File: src/pps_pkg.sv
// Purpose: Shared constants and types of the pumping program sequencer.
// Assumes: Phase words are 32 bits; phases are numbered from one.
// Notes:   Every field position, offset and reset value used by the logic lives here.

package pps_pkg;

  // ----------------------------------------------------------------------
  // Phase table geometry
  // ----------------------------------------------------------------------
  localparam int                PPS_PHASES    = 41;
  localparam int                PPS_PH_W      = 6;
  typedef logic [PPS_PH_W-1:0]  pps_phase_type;
  localparam pps_phase_type     PPS_FIRST     = 6'h01;
  localparam pps_phase_type     PPS_LAST      = 6'h29;
  localparam pps_phase_type     PPS_PH_ONE    = 6'h01;

  // ----------------------------------------------------------------------
  // Phase word layout
  // ----------------------------------------------------------------------
  localparam int                PPS_OP_HI     = 31;
  localparam int                PPS_OP_LO     = 28;
  localparam int                PPS_DIR_BIT   = 27;
  localparam int                PPS_RATE_HI   = 26;
  localparam int                PPS_RATE_LO   = 16;
  localparam int                PPS_VOL_HI    = 15;
  localparam int                PPS_VOL_LO    = 0;
  localparam int                PPS_CNT_HI    = 6;

  typedef enum logic [3:0] {
    OP_STOP         = 4'h0,
    OP_FLOW         = 4'h1,
    OP_LOOP_BEGIN   = 4'h2,
    OP_LOOP_TALLY   = 4'h3,
    OP_GOTO         = 4'h4,
    OP_CHOICE_HOLD  = 4'h5,
    OP_CHOICE_LABEL = 4'h6,
    OP_CLEAR_HOOKS  = 4'h7,
    OP_HOOK_ON      = 4'h8,
    OP_LINE_HIGH    = 4'h9,
    OP_LINE_LOW     = 4'ha,
    OP_TIMED_HOLD   = 4'hb,
    OP_BRANCH_LOW   = 4'hc,
    OP_HOOK_REDIR   = 4'hd,
    OP_RELOAD       = 4'he
  } pps_op_type;

  // ----------------------------------------------------------------------
  // Sequencer states, one-hot
  // ----------------------------------------------------------------------
  typedef enum logic [5:0] {
    ST_IDLE   = 6'h01,
    ST_FETCH  = 6'h02,
    ST_FLOW   = 6'h04,
    ST_HOLD   = 6'h08,
    ST_CHOICE = 6'h10,
    ST_SEARCH = 6'h20
  } pps_state_type;

  // ----------------------------------------------------------------------
  // Register map (byte addresses) and fields
  // ----------------------------------------------------------------------
  localparam int                PPS_ADR_W     = 12;
  localparam logic [11:0]       ADR_CTRL      = 12'h000;
  localparam logic [11:0]       ADR_STATUS    = 12'h004;
  localparam logic [11:0]       ADR_CHOICE    = 12'h008;
  localparam logic [11:0]       ADR_DISPENSED = 12'h00c;
  localparam logic [11:0]       ADR_TABLE     = 12'h100;
  localparam logic [11:0]       ADR_TABLE_END = 12'h1a4;
  localparam int                CTRL_START    = 0;
  localparam int                CTRL_STOP     = 1;
  localparam int                CTRL_PEDAL    = 2;
  localparam int                STAT_RUN      = 8;
  localparam int                STAT_LINE     = 9;
  localparam int                STAT_ARMED    = 10;
  localparam int                STAT_ERROR    = 11;
  localparam int                STAT_REDIR    = 12;
  localparam int                STAT_ST_LO    = 16;

  // ----------------------------------------------------------------------
  // Synchroniser bit positions and timing
  // ----------------------------------------------------------------------
  localparam int                SYN_TRIG      = 0;
  localparam int                SYN_EVENT     = 1;
  localparam int                SYN_START     = 2;
  localparam int                SYN_STEP      = 3;
  localparam int                PPS_CLK_HZ    = 25_000_000;
  localparam int                PPS_TICK_S    = 1;

endpackage

File: src/pps_tbl_if.sv
// Purpose: Carries the sequencer's phase table read between core and table.
// Assumes: Index is zero based, phase number minus one.
// Notes:   Read is combinational inside the table.

`timescale 1ns/10ps

interface pps_tbl_if;
  logic [5:0]  idx;
  logic [31:0] word;
  modport seq (output idx, input word);
  modport mem (input idx, output word);
endinterface
File: src/pps_phase_table.sv
// Purpose: Stored phase table, one 32-bit word per phase.
// Assumes: Written only by the register bus; the core only reads it.
// Notes:   Two combinational read ports, one for the core and one for the bus.

`timescale 1ns/10ps

module pps_phase_table (
  // Clock.
  input  wire logic                  clk_i,
  // Bus side.
  input  wire logic                  wr_en_i,
  input  wire logic [5:0]            wr_idx_i,
  input  wire logic [31:0]           wr_data_i,
  input  wire logic [5:0]            rd_idx_i,
  output logic      [31:0]           rd_data_o,
  // Core side.
  pps_tbl_if.mem                     tbl
);
  import pps_pkg::*;

  logic [31:0] mem [PPS_PHASES];

  // Table contents are not reset; software loads a program before start.
  always_ff @(posedge clk_i) begin
    if (wr_en_i) begin
      mem[wr_idx_i] <= wr_data_i;
    end
  end

  // Out of range indices read as a stop phase.
  assign rd_data_o = (32'(rd_idx_i) < PPS_PHASES) ? mem[rd_idx_i] : 32'h0;
  assign tbl.word  = (32'(tbl.idx) < PPS_PHASES) ? mem[tbl.idx] : 32'h0;

endmodule

File: src/pps_sec_tick.sv
// Purpose: One-second tick for timed holds.
// Assumes: restart_i is a one-cycle pulse on entry to a hold.
// Notes:   The count restarts so a hold never ends early on a stale tick.

`timescale 1ns/10ps

module pps_sec_tick #(
  parameter int TICK_CYCLES = 25_000_000
) (
  // Clock and reset.
  input  wire logic clk_i,
  input  wire logic rst_i,
  // Control.
  input  wire logic restart_i,
  output logic      tick_o
);

  logic [31:0] cnt;

  // Free-running divider, restarted at the start of each hold.
  always_ff @(posedge clk_i) begin
    if (rst_i || restart_i) begin
      cnt <= 32'h0;
    end else if (cnt == 32'(TICK_CYCLES - 1)) begin
      cnt <= 32'h0;
    end else begin
      cnt <= cnt + 32'h1;
    end
  end

  assign tick_o = !restart_i && (cnt == 32'(TICK_CYCLES - 1));

endmodule

File: src/pps_sequencer.sv
// Purpose: Runs a stored pumping program phase by phase.
// Assumes: Classic Wishbone register bus; step_i pulses once per volume unit.
// Notes:   Pins are synchronised by two flip-flops before use.
//
// The register offsets and the Wishbone interface to the registers were chosen for this implementation.

`timescale 1ns/10ps

module pps_sequencer #(
  parameter int TICK_CYCLES = pps_pkg::PPS_CLK_HZ * pps_pkg::PPS_TICK_S
) (
  // Clock and reset.
  input  wire logic        clk_i,
  input  wire logic        rst_i,
  // Wishbone slave.
  input  wire logic        wb_cyc_i,
  input  wire logic        wb_stb_i,
  input  wire logic        wb_we_i,
  input  wire logic [11:0] wb_adr_i,
  input  wire logic [3:0]  wb_sel_i,
  input  wire logic [31:0] wb_dat_i,
  output logic      [31:0] wb_dat_o,
  output logic             wb_ack_o,
  // Equipment and operator pins.
  input  wire logic        trig_i,
  input  wire logic        event_i,
  input  wire logic        start_i,
  input  wire logic        step_i,
  input  wire logic        prog_in_i,
  output logic             prog_out_o,
  // Motor drive.
  output logic             motor_on_o,
  output logic             motor_withdraw_o,
  output logic      [10:0] motor_rate_o,
  // Status.
  output logic             running_o,
  output pps_pkg::pps_phase_type phase_o
);
  import pps_pkg::*;

  // ----------------------------------------------------------------------
  // State
  // ----------------------------------------------------------------------
  typedef struct packed {
    pps_state_type state;
    pps_phase_type phase;
    pps_phase_type loop_start;
    pps_phase_type hook_target;
    pps_phase_type choice;
    pps_phase_type search;
    logic [6:0]    loop_cnt;
    logic [15:0]   hold_left;
    logic [15:0]   delivered;
    logic [15:0]   target;
    logic [15:0]   dispensed;
    logic [10:0]   rate;
    logic          motor_on;
    logic          withdraw;
    logic          is_reload;
    logic          hook_armed;
    logic          redirect;
    logic          out_line;
    logic          pedal;
    logic          error;
    logic          ack;
    logic [31:0]   rdata;
    logic [3:0]    s1;
    logic [3:0]    s2;
    logic [3:0]    q;
    logic          in_s1;
    logic          in_s2;
  } pps_core_type;

  pps_core_type s;
  pps_core_type next_s;

  pps_tbl_if     tbl ();
  logic          tick;
  logic          tick_restart;
  logic [31:0]   bus_word;
  logic [31:0]   lane_mask;
  logic          take;
  logic          tbl_hit;
  logic [5:0]    bus_idx;
  logic          tbl_wr;
  pps_op_type    op;
  pps_phase_type operand;
  logic          trig_ev;
  logic          trap_ev;
  logic          toggle_ev;
  logic          start_ev;
  logic          step_ev;
  logic          sw_start;
  logic          sw_stop;

  // ----------------------------------------------------------------------
  // Submodules
  // ----------------------------------------------------------------------
  pps_phase_table u_table (
    .clk_i     (clk_i),
    .wr_en_i   (tbl_wr),
    .wr_idx_i  (bus_idx),
    .wr_data_i ((bus_word & ~lane_mask) | (wb_dat_i & lane_mask)),
    .rd_idx_i  (bus_idx),
    .rd_data_o (bus_word),
    .tbl       (tbl.mem)
  );

  pps_sec_tick #(
    .TICK_CYCLES (TICK_CYCLES)
  ) u_tick (
    .clk_i     (clk_i),
    .rst_i     (rst_i),
    .restart_i (tick_restart),
    .tick_o    (tick)
  );

  // ----------------------------------------------------------------------
  // Bus decode
  // ----------------------------------------------------------------------
  // Byte enables widen to a bit mask so table words merge lane by lane.
  for (genvar lane = 0; lane < 4; lane++) begin : g_lane
    assign lane_mask[8*lane +: 8] = {8{wb_sel_i[lane]}};
  end

  assign take     = wb_cyc_i && wb_stb_i && !s.ack;
  assign tbl_hit  = (wb_adr_i >= ADR_TABLE) && (wb_adr_i < ADR_TABLE_END);
  assign bus_idx  = 6'((wb_adr_i - ADR_TABLE) >> 2);
  assign tbl_wr   = take && wb_we_i && tbl_hit;
  assign sw_start = take && wb_we_i && (wb_adr_i == ADR_CTRL) && wb_sel_i[0] &&
                    wb_dat_i[CTRL_START];
  assign sw_stop  = take && wb_we_i && (wb_adr_i == ADR_CTRL) && wb_sel_i[0] &&
                    wb_dat_i[CTRL_STOP];

  // ----------------------------------------------------------------------
  // Pin events, read from the second synchroniser stage only
  // ----------------------------------------------------------------------
  assign trig_ev   = s.pedal ? (!s.s2[SYN_TRIG] && s.q[SYN_TRIG])
                             : (s.s2[SYN_TRIG] && !s.q[SYN_TRIG]);
  assign trap_ev   = (s.s2[SYN_EVENT] && !s.q[SYN_EVENT]) ||
                     (s.redirect && trig_ev);
  assign toggle_ev = !s.redirect && trig_ev;
  assign start_ev  = s.s2[SYN_START] && !s.q[SYN_START];
  assign step_ev   = s.s2[SYN_STEP] && !s.q[SYN_STEP];

  // The core reads the current phase, or the scan position while searching.
  assign tbl.idx = (s.state == ST_SEARCH) ? 6'(s.search - PPS_PH_ONE)
                                          : 6'(s.phase - PPS_PH_ONE);
  assign op      = pps_op_type'(tbl.word[PPS_OP_HI:PPS_OP_LO]);
  assign operand = tbl.word[PPS_PH_W-1:0];

  // ----------------------------------------------------------------------
  // Sequencing helpers
  // ----------------------------------------------------------------------
  // Moves on to the next phase; running off the table ends the program.
  function automatic pps_core_type advance(pps_core_type c);
    pps_core_type r;
    r = c;
    r.motor_on = 1'b0;
    if (c.phase == PPS_LAST) begin
      r.state = ST_IDLE;
    end else begin
      r.phase = c.phase + PPS_PH_ONE;
      r.state = ST_FETCH;
    end
    return r;
  endfunction

  // Jumps to a phase; a target outside the table stops with an error.
  function automatic pps_core_type go_to(pps_core_type c, pps_phase_type t);
    pps_core_type r;
    r = c;
    r.motor_on = 1'b0;
    if (t < PPS_FIRST || t > PPS_LAST) begin
      r.state = ST_IDLE;
      r.error = 1'b1;
    end else begin
      r.phase = t;
      r.state = ST_FETCH;
    end
    return r;
  endfunction

  // ----------------------------------------------------------------------
  // Next-state logic
  // ----------------------------------------------------------------------
  always_comb begin
    next_s       = s;
    tick_restart = 1'b0;
    next_s.s1    = {step_i, start_i, event_i, trig_i};
    next_s.s2    = s.s1;
    next_s.q     = s.s2;
    next_s.in_s1 = prog_in_i;
    next_s.in_s2 = s.in_s1;
    next_s.ack   = 1'b0;

    // Register access; the answer follows one cycle after the request.
    if (take) begin
      next_s.ack   = 1'b1;
      next_s.rdata = 32'h0;
      if (wb_adr_i == ADR_CTRL) begin
        next_s.rdata[CTRL_PEDAL] = s.pedal;
        if (wb_we_i && wb_sel_i[0]) begin
          next_s.pedal = wb_dat_i[CTRL_PEDAL];
        end
      end else if (wb_adr_i == ADR_STATUS) begin
        next_s.rdata[PPS_PH_W-1:0]                = s.phase;
        next_s.rdata[STAT_RUN]                    = (s.state != ST_IDLE);
        next_s.rdata[STAT_LINE]                   = s.out_line;
        next_s.rdata[STAT_ARMED]                  = s.hook_armed;
        next_s.rdata[STAT_ERROR]                  = s.error;
        next_s.rdata[STAT_REDIR]                  = s.redirect;
        next_s.rdata[STAT_ST_LO +: $bits(s.state)] = s.state;
      end else if (wb_adr_i == ADR_CHOICE) begin
        next_s.rdata[PPS_PH_W-1:0] = s.choice;
        if (wb_we_i && wb_sel_i[0]) begin
          next_s.choice = wb_dat_i[PPS_PH_W-1:0];
        end
      end else if (wb_adr_i == ADR_DISPENSED) begin
        next_s.rdata[PPS_VOL_HI:PPS_VOL_LO] = s.dispensed;
      end else if (tbl_hit) begin
        next_s.rdata = bus_word;
      end
    end

    // Phase execution.
    case (s.state)
      ST_IDLE: begin
        next_s.motor_on = 1'b0;
        if (sw_start) begin
          next_s       = go_to(next_s, PPS_FIRST);
          next_s.error = 1'b0;
        end else if (start_ev || toggle_ev) begin
          next_s.state = ST_FETCH;
        end
      end
      ST_FETCH: begin
        case (op)
          OP_FLOW: begin
            next_s.motor_on  = 1'b1;
            next_s.rate      = tbl.word[PPS_RATE_HI:PPS_RATE_LO];
            next_s.withdraw  = tbl.word[PPS_DIR_BIT];
            next_s.target    = tbl.word[PPS_VOL_HI:PPS_VOL_LO];
            next_s.delivered = 16'h0;
            next_s.is_reload = 1'b0;
            next_s.state     = ST_FLOW;
          end
          OP_RELOAD: begin
            next_s.rate      = tbl.word[PPS_RATE_HI:PPS_RATE_LO];
            next_s.withdraw  = 1'b1;
            next_s.target    = s.dispensed;
            next_s.delivered = 16'h0;
            next_s.is_reload = 1'b1;
            if (s.dispensed == 16'h0) begin
              next_s = advance(next_s);
            end else begin
              next_s.motor_on = 1'b1;
              next_s.state    = ST_FLOW;
            end
          end
          OP_LOOP_BEGIN: begin
            next_s.loop_start = s.phase + PPS_PH_ONE;
            next_s.loop_cnt   = 7'h0;
            next_s            = advance(next_s);
          end
          OP_LOOP_TALLY: begin
            if (s.loop_cnt + 7'h1 >= tbl.word[PPS_CNT_HI:0]) begin
              next_s.loop_cnt = 7'h0;
              next_s          = advance(next_s);
            end else begin
              next_s.loop_cnt = s.loop_cnt + 7'h1;
              next_s          = go_to(next_s, s.loop_start);
            end
          end
          OP_GOTO:         next_s = go_to(next_s, operand);
          OP_CHOICE_HOLD:  next_s.state = ST_CHOICE;
          OP_CHOICE_LABEL: next_s = advance(next_s);
          OP_CLEAR_HOOKS: begin
            next_s.hook_armed = 1'b0;
            next_s            = advance(next_s);
          end
          OP_HOOK_ON: begin
            next_s.hook_armed  = 1'b1;
            next_s.hook_target = operand;
            next_s             = advance(next_s);
          end
          OP_LINE_HIGH: begin
            next_s.out_line = 1'b1;
            next_s          = advance(next_s);
          end
          OP_LINE_LOW: begin
            next_s.out_line = 1'b0;
            next_s          = advance(next_s);
          end
          OP_TIMED_HOLD: begin
            next_s.hold_left = tbl.word[PPS_VOL_HI:PPS_VOL_LO];
            tick_restart     = 1'b1;
            next_s.state     = ST_HOLD;
          end
          OP_BRANCH_LOW: begin
            if (!s.in_s2) begin
              next_s = go_to(next_s, operand);
            end else begin
              next_s = advance(next_s);
            end
          end
          OP_HOOK_REDIR: begin
            next_s.redirect = 1'b1;
            next_s          = advance(next_s);
          end
          default: begin
            next_s.motor_on = 1'b0;
            next_s.state    = ST_IDLE;
          end
        endcase
      end
      ST_FLOW: begin
        if (step_ev) begin
          next_s.delivered = s.delivered + 16'h1;
          if (!s.withdraw) begin
            next_s.dispensed = s.dispensed + 16'h1;
          end else if (s.dispensed != 16'h0) begin
            next_s.dispensed = s.dispensed - 16'h1;
          end
          // A zero target never matches, so the segment runs on.
          if (s.target != 16'h0 && s.delivered + 16'h1 == s.target) begin
            next_s = advance(next_s);
          end
        end
      end
      ST_HOLD: begin
        // A zero-second hold waits for the operator instead.
        if (s.hold_left == 16'h0) begin
          if (start_ev) begin
            next_s = advance(next_s);
          end
        end else if (tick) begin
          if (s.hold_left == 16'h1) begin
            next_s = advance(next_s);
          end else begin
            next_s.hold_left = s.hold_left - 16'h1;
          end
        end
      end
      ST_CHOICE: begin
        if (start_ev) begin
          next_s.search = PPS_FIRST;
          next_s.state  = ST_SEARCH;
        end
      end
      ST_SEARCH: begin
        // Scans one phase per cycle, so selection costs up to 41 cycles.
        if (op == OP_CHOICE_LABEL && operand == s.choice) begin
          next_s = go_to(next_s, s.search);
        end else if (s.search == PPS_LAST) begin
          next_s.error = 1'b1;
          next_s.state = ST_IDLE;
        end else begin
          next_s.search = s.search + PPS_PH_ONE;
        end
      end
      default: next_s.state = ST_IDLE;
    endcase

    // An armed trap aborts any running phase, a hold included.
    if (s.state != ST_IDLE && s.hook_armed && trap_ev) begin
      next_s.hook_armed = 1'b0;
      next_s            = go_to(next_s, s.hook_target);
    end

    // Stop requests win over everything else.
    if (sw_stop || (s.state != ST_IDLE && toggle_ev)) begin
      next_s.motor_on = 1'b0;
      next_s.state    = ST_IDLE;
    end
  end

  // ----------------------------------------------------------------------
  // State register
  // ----------------------------------------------------------------------
  always_ff @(posedge clk_i) begin
    if (rst_i) begin
      s       <= '0;
      s.state <= ST_IDLE;
      s.phase <= PPS_FIRST;
    end else begin
      s <= next_s;
    end
  end

  // ----------------------------------------------------------------------
  // Outputs
  // ----------------------------------------------------------------------
  assign wb_dat_o         = s.rdata;
  assign wb_ack_o         = s.ack;
  assign prog_out_o       = s.out_line;
  assign motor_on_o       = s.motor_on;
  assign motor_withdraw_o = s.withdraw;
  assign motor_rate_o     = s.rate;
  assign running_o        = (s.state != ST_IDLE);
  assign phase_o          = s.phase;

endmodule

File: config.mk
export PLATFORM = sky130hd
export DESIGN_NAME = pps_sequencer
export DESIGN_NICKNAME = d
export VERILOG_FILES = /design/src/pps_pkg.sv /design/src/pps_tbl_if.sv /design/src/pps_phase_table.sv /design/src/pps_sec_tick.sv /design/src/pps_sequencer.sv
export SDC_FILE = /design/constraint.sdc
export NUM_CORES = 2
export LEC_CHECK = 0
export BUFFER_PORTS_ARGS = -buffer_cell sky130_fd_sc_hd__clkbuf_2
export CAP_MARGIN = 0
export CORE_ASPECT_RATIO = 0.6
export CORE_MARGIN = 10
export CORE_UTILIZATION = 40
export DETAILED_ROUTE_END_ITERATION = 10
export PLACE_DENSITY = 0.54
export REMOVE_ABC_BUFFERS = 1
export SYNTH_ARGS = -nofsm -noshare
export SYNTH_HDL_FRONTEND = slang
export SYNTH_SLANG_ARGS = --single-unit
File: constraint.sdc
create_clock -name clk_i -period 16.5 [get_ports clk_i]
set_clock_uncertainty 0.15 [all_clocks]
set_input_delay 2.475 -clock clk_i [delete_from_list [all_inputs] [get_ports clk_i]]
set_output_delay 2.475 -clock clk_i [all_outputs]
set_load 0.005 [all_outputs]
Word level (Yosys, flattened, before mapping)
Memory sizes are Yosys's and may differ from the RTL's.
Index checks and enable logic that the tools add are counted.
{ "word_totals": {"reg_bits": 205, "mem_bits_rw": 1312, "in_bits": 58, "output_inout_bits": 54, "word_cells": 269, "memories": 1} }
{ "op_classes": {"add_sub_neg": 11, "n_lt_le_gt_ge": 13, "eq_ne": 45, "n_mux": 101, "bitwise_logic": 14, "reduce_logical": 56} }
{ "mem_list": {"columns": ["name", "words", "word_bits", "rd", "rd_ports_with_merged_regs", "write_ports", "line_no", "source"], "rows": [
  ["u_table.mem", 41, 32, 2, 0, 1, "pps_phase_table.sv:21", "logic [31:0] mem [PPS_PHASES];"]
]} }
{ "ops": {"columns": ["op", "count"], "rows": [
  ["173-bit two-way mux", 6],
  ["137-bit one-hot mux with 5 select lines", 1],
  ["52-bit one-hot mux with 8 select lines", 1],
  ["169-bit two-way mux", 2],
  ["37-bit one-hot mux with 7 select lines", 1],
  ["32-bit two-way mux", 8],
  ["167-bit two-way mux", 1],
  ["16-bit two-way mux", 9],
  ["6-bit two-way mux", 24],
  ["32-bit one-hot mux with 4 select lines", 1],
  ["24-bit one-hot mux with 5 select lines", 1],
  ["112-bit two-way mux", 1],
  ["26-bit two-way mux", 4],
  ["6-bit one-hot mux with 6 select lines", 2],
  ["32-bit AND", 2],
  ["16-bit one-hot mux with 4 select lines", 1],
  ["55-bit two-way mux", 1],
  ["16-bit one-hot mux with 3 select lines", 1],
  ["6-bit one-hot mux with 8 select lines", 1],
  ["11-bit one-hot mux with 4 select lines", 1],
  ["43-bit two-way mux", 1],
  ["33-bit two-way mux", 1],
  ["16-bit by 1-bit adder with 16-bit output, second input constant", 2],
  ["32-bit by 1-bit adder with 32-bit output, second input constant", 1],
  ["other kinds (60)", 166]
]} }

Longest topological paths before layout
{ "depth": {"word_depth": 27, "ltp_mapped": 29, "depth_no_buf": 24} }

By module
Synthesis repeated with hierarchy kept, for this count alone.
{ "unflattened": {"hier_cells": 4977, "area_unflattened_um2": 74363.8} }
{ "by_module_without_submodules": {"columns": ["module", "n_inst", "cells_per_inst", "area_each_um2"], "rows": [
  ["pps_phase_table", 1, 3333, 61555.3],
  ["pps_sequencer", 1, 1465, 11202.0],
  ["pps_sec_tick", 1, 179, 1606.5]
]} }

Worst setup path after synthesis
No wires, ideal clock.
{ "synth_timing": {"kind": "input port to flip-flop", "start": "input port wb_adr_i[2]", "end": "memory u_table.mem[0][24], data pin", "setup_ns": 0.524, "t_arrival_ns": 6.387, "path_slack_ns": 9.439, "cell_stages": 10, "path_buffers": 4, "cell_sequence": "clkbuf_1 -> clkbuf_1 -> buf_1 -> buf_1 -> mux4_2 -> mux2i_1 -> o21ai_0 -> a211o_1 -> nand2_1 -> o21ai_0"} }
{ "synth_between": {"elab_chain_len": 5} }
{ "synth_lines": {"columns": ["item", "line_no", "source"], "rows": [
  ["start, declared", "pps_sequencer.sv:19", "input wire logic [11:0] wb_adr_i,"],
  ["8-bit by 1-bit subtractor with 8-bit output *", "pps_sequencer.sv:128", "assign bus_idx = 6'((wb_adr_i - ADR_TABLE) >> 2);"],
  ["memory 41 x 32 bit or 6-bit less-than comparator (tied branches)", null, null],
  ["32-bit two-way mux *", "pps_phase_table.sv:31", "assign rd_data_o = (32'(rd_idx_i) < PPS_PHASES) ? mem[rd_idx_i] : 32'h0;"],
  ["32-bit AND *", "pps_sequencer.sv:103", ".wr_data_i ((bus_word & ~lane_mask) | (wb_dat_i & lane_mask)),"],
  ["32-bit bitwise OR *", "pps_sequencer.sv:103", null],
  ["via u_table.wr_data_i[24]", "pps_phase_table.sv:13", "input wire logic [31:0] wr_data_i,"],
  ["end, declared", "pps_phase_table.sv:21", null]
]} }
The timed path passes the listed nets; every way through them passes the cells marked *.

Worst setup path after layout
{ "layout_timing": {"start": "register s (netlist bit phase_o[0])", "end": "register s[108] in the netlist's numbering"} }
{ "layout_between": {"elab_chain_len": 8} }
{ "layout_lines": {"columns": ["item", "line_no", "source"], "rows": [
  ["start, declared", "pps_sequencer.sv:74", "pps_core_type s;"],
  ["start signal, assigned", "pps_sequencer.sv:387", "s <= next_s;"],
  ["6-bit by 1-bit subtractor with 6-bit output *", "pps_sequencer.sv:148", ": 6'(s.phase - PPS_PH_ONE);"],
  ["6-bit two-way mux *", "pps_sequencer.sv:147", "assign tbl.idx = (s.state == ST_SEARCH) ? 6'(s.search - PPS_PH_ONE)"],
  ["memory 41 x 32 bit or 6-bit less-than comparator (tied branches)", null, null],
  ["32-bit two-way mux *", "pps_phase_table.sv:32", "assign tbl.word = (32'(tbl.idx) < PPS_PHASES) ? mem[tbl.idx] : 32'h0;"],
  ["4-bit equality test, or another cell as far along", "pps_sequencer.sv:238", "case (op)"],
  ["32-bit one-hot mux with 4 select lines *", "pps_sequencer.sv:238", null],
  ["137-bit one-hot mux with 5 select lines *", "pps_sequencer.sv:227", "case (s.state)"],
  ["173-bit two-way mux *", "pps_sequencer.sv:366", "if (s.state != ST_IDLE && s.hook_armed && trap_ev) begin"]
]} }
Mark *: on every way between the ends. The rest lies on a longest branch, timed or not.
A chain may end at the register's enable or synchronous reset.

==> results.yml <==
die:
  io_pins: 112
  die_w_um: 583
  die_y_um: 358
  rows: 123
  core-area_sq_um: 188000
  start_util_pct: 40.4
  die_area_sq_um: 208000
clock_network:
  cts_inserted_buffers: 159
  clkSlewWorstSetupHoldPaths_ns: 0.07
  root_buffer: "clkbuf_16"
  cts_hold_buf: 0
  tritoncts: "done"
  insertion_delay_ns: 0.83
  cts_sinks: 1516
  cts.repair.resized: 0
  cts_buffer_depth: 4
  htree_levels: 4
  postCtsSetupBuffers: 0
synth:
  ys_ff_latch: 1516
  synth_edf_count: 1312
  yosysSeqAreaShare_pct: 57.2
  synthTopCellsByArea: "edfxtp_1 (52%), mux4_2 (10%), nand2_1 (6.1%)"
  synth_area_per_cell_sq_um: 12.0
  synth_cell_types: 98
  synth_top_area_share_pct: 51.9
  ys_warn_count: 0
  async_reset_ff_share_pct: 0
  netlist_instances: 6334
  yosysTopAreaCell: "edfxtp_1"
  synthFlopType: "edfxtp_1"
  synth_area_sq_um: 76000
critical_path:
  crit_fanout: 78
  crit_required_ns: 17.00
  worstSetupStartpointType: "flop"
  worstPathArrival_ns: 9.35
  critical_path_class: "flop to flop"
  r2r_cells: 18
  critPathCaptureType: "flop"
placement:
  dpl_cell_area_sq_um: 79500
  placed_cells: 8569
  place_congestion: 0.957
  post-place-ws_ns: 7.73
  dpl.hpwl_um: 188000
  port_buffers: 111
global_routing:
  grt_max_degree: 166
  first_global_vias: 54008
  grt_pass1_wl_um: 418000
  gr-usage-all-layers_pct: 27.4
  antenna_found_initial: 11
  gr-total-overflow: 0
power:
  irDropWorstVdd_uv: 109
  power_density_nw_per_um2: 129
  p_leak_nw: 28.8
hold_path:
  holdPathStages: 1
  hp-class: "flop to flop"
drt:
  postRouteAntennaNets: 0
  drtPass1Iterations: 6
  drtIter0Drc: 9127
  finalWirelength_um: 298000
  via_count: 58339
  viasPerCell: 6.59
  post_drt_wl_per_cell_um: 33.7
  drc: 0
run:
  cap_violations: 0
sta:
  setup_slack_ns: 7.64
  tightest_slew_ns: 1.45
  period_share_pct: 53.7
  hold_violations: 0
  relSlewSlack_pct: 3.34
  whs_ns: 0.291
  final-setup-viol-count: 0
  tns_ns: 0
  rsz0062_at_grt: "no"
  min_period_ns: 8.86
  finalMaxSlewViolations: 0
  fmax_mhz: 113
final_layout:
  final_cell_count_no_fill: 8847
  drive_gt1_share_pct: 15.8
  area_delta_synth_final_pct: 11.3
  final_cell_area_sq_um: 84600
  fin_nets: 6321
status:
  run_status: "complete, no violations"
==> cell usage in the layout, fill, tap and decap left out, types with 14 or more instances in the layout <==
master     count
edfxtp_1    1312
nand2_1     1225
mux4_2       342
nand3_1      313
nor2_1       271
mux2i_1      243
and3_1       215
dfxtp_1      203
a21oi_1      192
o21ai_0      186
buf_4        171
clkbuf_16    164
a311oi_1     138
o22ai_1      121
clkbuf_2     108
nor3_1        82
a211oi_1      80
a31oi_1       79
xnor2_1       68
nor2_4        42
a211o_1       36
inv_1         35
a32oi_1       34
clkbuf_1      33
ha_1          32
xor2_1        31
o211ai_1      29
a22oi_1       28
nor2b_1       27
nor4_1        25
o21ai_4       25
o221ai_1      22
o31a_1        21
nand4_1       21
and2_1        20
or3_1         20
a21o_1        16
clkinv_1      16
clkinv_2      16
nand2b_1      14
==> state kept, by name, indices dropped and copies added (netlist names) <==
register and count:
u_table.mem 1312, u_tick.cnt 32, motor_withdraw_o 1, s 119, phase_o 6, wb_dat_o 32
motor_rate_o 11, motor_on_o 1, prog_out_o 1, wb_ack_o 1
==> synthesized netlist by cell type, types with 81 or more instances <==
master / n
a211oi_1: 81
nand3_1: 314
a21oi_1: 194
dfxtp_1: 204
a311oi_1: 138
nor2_1: 312
and3_1: 216
mux4_2: 342
clkbuf_1: 349
o22ai_1: 121
nand2_1: 1229
o21ai_0: 218
mux2i_1: 246
buf_1: 121
edfxtp_1: 1312
nor3_1: 83
==> critical path, cell delays in order, from the launching register on <==
cell and delay [ns]:
dfxtp_2 0.97, inv_2 0.30, ha_1 0.47, o21ai_4 0.07
buf_4 0.29, nand2_4 0.55, buf_4 0.86, a2111oi_0 0.26
a2111oi_0 0.61, nand4_1 0.51, o311a_1 0.33, buf_4 0.24
or4b_2 0.69, buf_4 0.30, a21oi_4 0.82, buf_4 0.36
nor2_1 0.24, o21ai_0 0.26, a21oi_1 0.09
==> routing by layer <==
metal  GRT usage [%]  share of wire (%)  vias up
met1            40.4                 42    29598
met2            36.2                 39     4163
met3            11.3                 15      530
met5            1.14               0.12        -
li1                -                  -    24032
met4            8.19                3.2       16
==> where the power goes <==
group,total (mW),internal [mW],switching (mW),leakage (nW)
Combinational,3.01,0.833,2.18,12.8
Clock,3.66,2.07,1.58,2.46
Sequential,4.24,4.21,0.0244,13.5
Total,10.9,7.12,3.79,28.8
==> per-stage QoR <==
step           total power [mW]  util (%)
5_1_grt                    11.2      45.0
4_1_cts                    10.8      45.0
3_3_place_gp               7.21      42.3
6_report                   10.9      45.0
2_1_floorplan              6.22         -
3_5_place_dp               7.21      42.3
==> worst paths after layout <==
check	to	start	slack, ns
max reg2reg	s[108]	phase_o[0]	7.64
min	s[7]	s[11]	0.29
min reg2reg	s[7]	s[11]	0.29
max	s[108]	phase_o[0]	7.64
==> logic make-up (layout without fill, tap and decap cells) <==
| logic type | count (synthesis) | in the layout | share of synthesized area, % |
|---|---|---|---|
| adders and majority gates | 33 | 33 | 0.553 |
| buffers and inverters | 591 | 600 | 3.31 |
| other | 0 | 4 | 0 |
| and+or+nand+nor | 2361 | 2361 | 14.0 |
| xor gates and xnor gates | 99 | 99 | 1.14 |
| muxes | 598 | 598 | 13.5 |
| DFF | 1516 | 1516 | 57.2 |
| AOI/OAI and AO/OA | 1136 | 1136 | 10.3 |
==> cell type report <==
type	count	area, sq um
clock inverters	65	711
diodes	4	10.0
multi-input cells	4227	30700
clock buffers	209	4380
repair buffers	288	2000
inverters	38	150
well taps	2500	3130
flip-flops and latches	1516	43500
fillers	16927	104000
No activity file was read; power rests on OpenSTA's default activity.
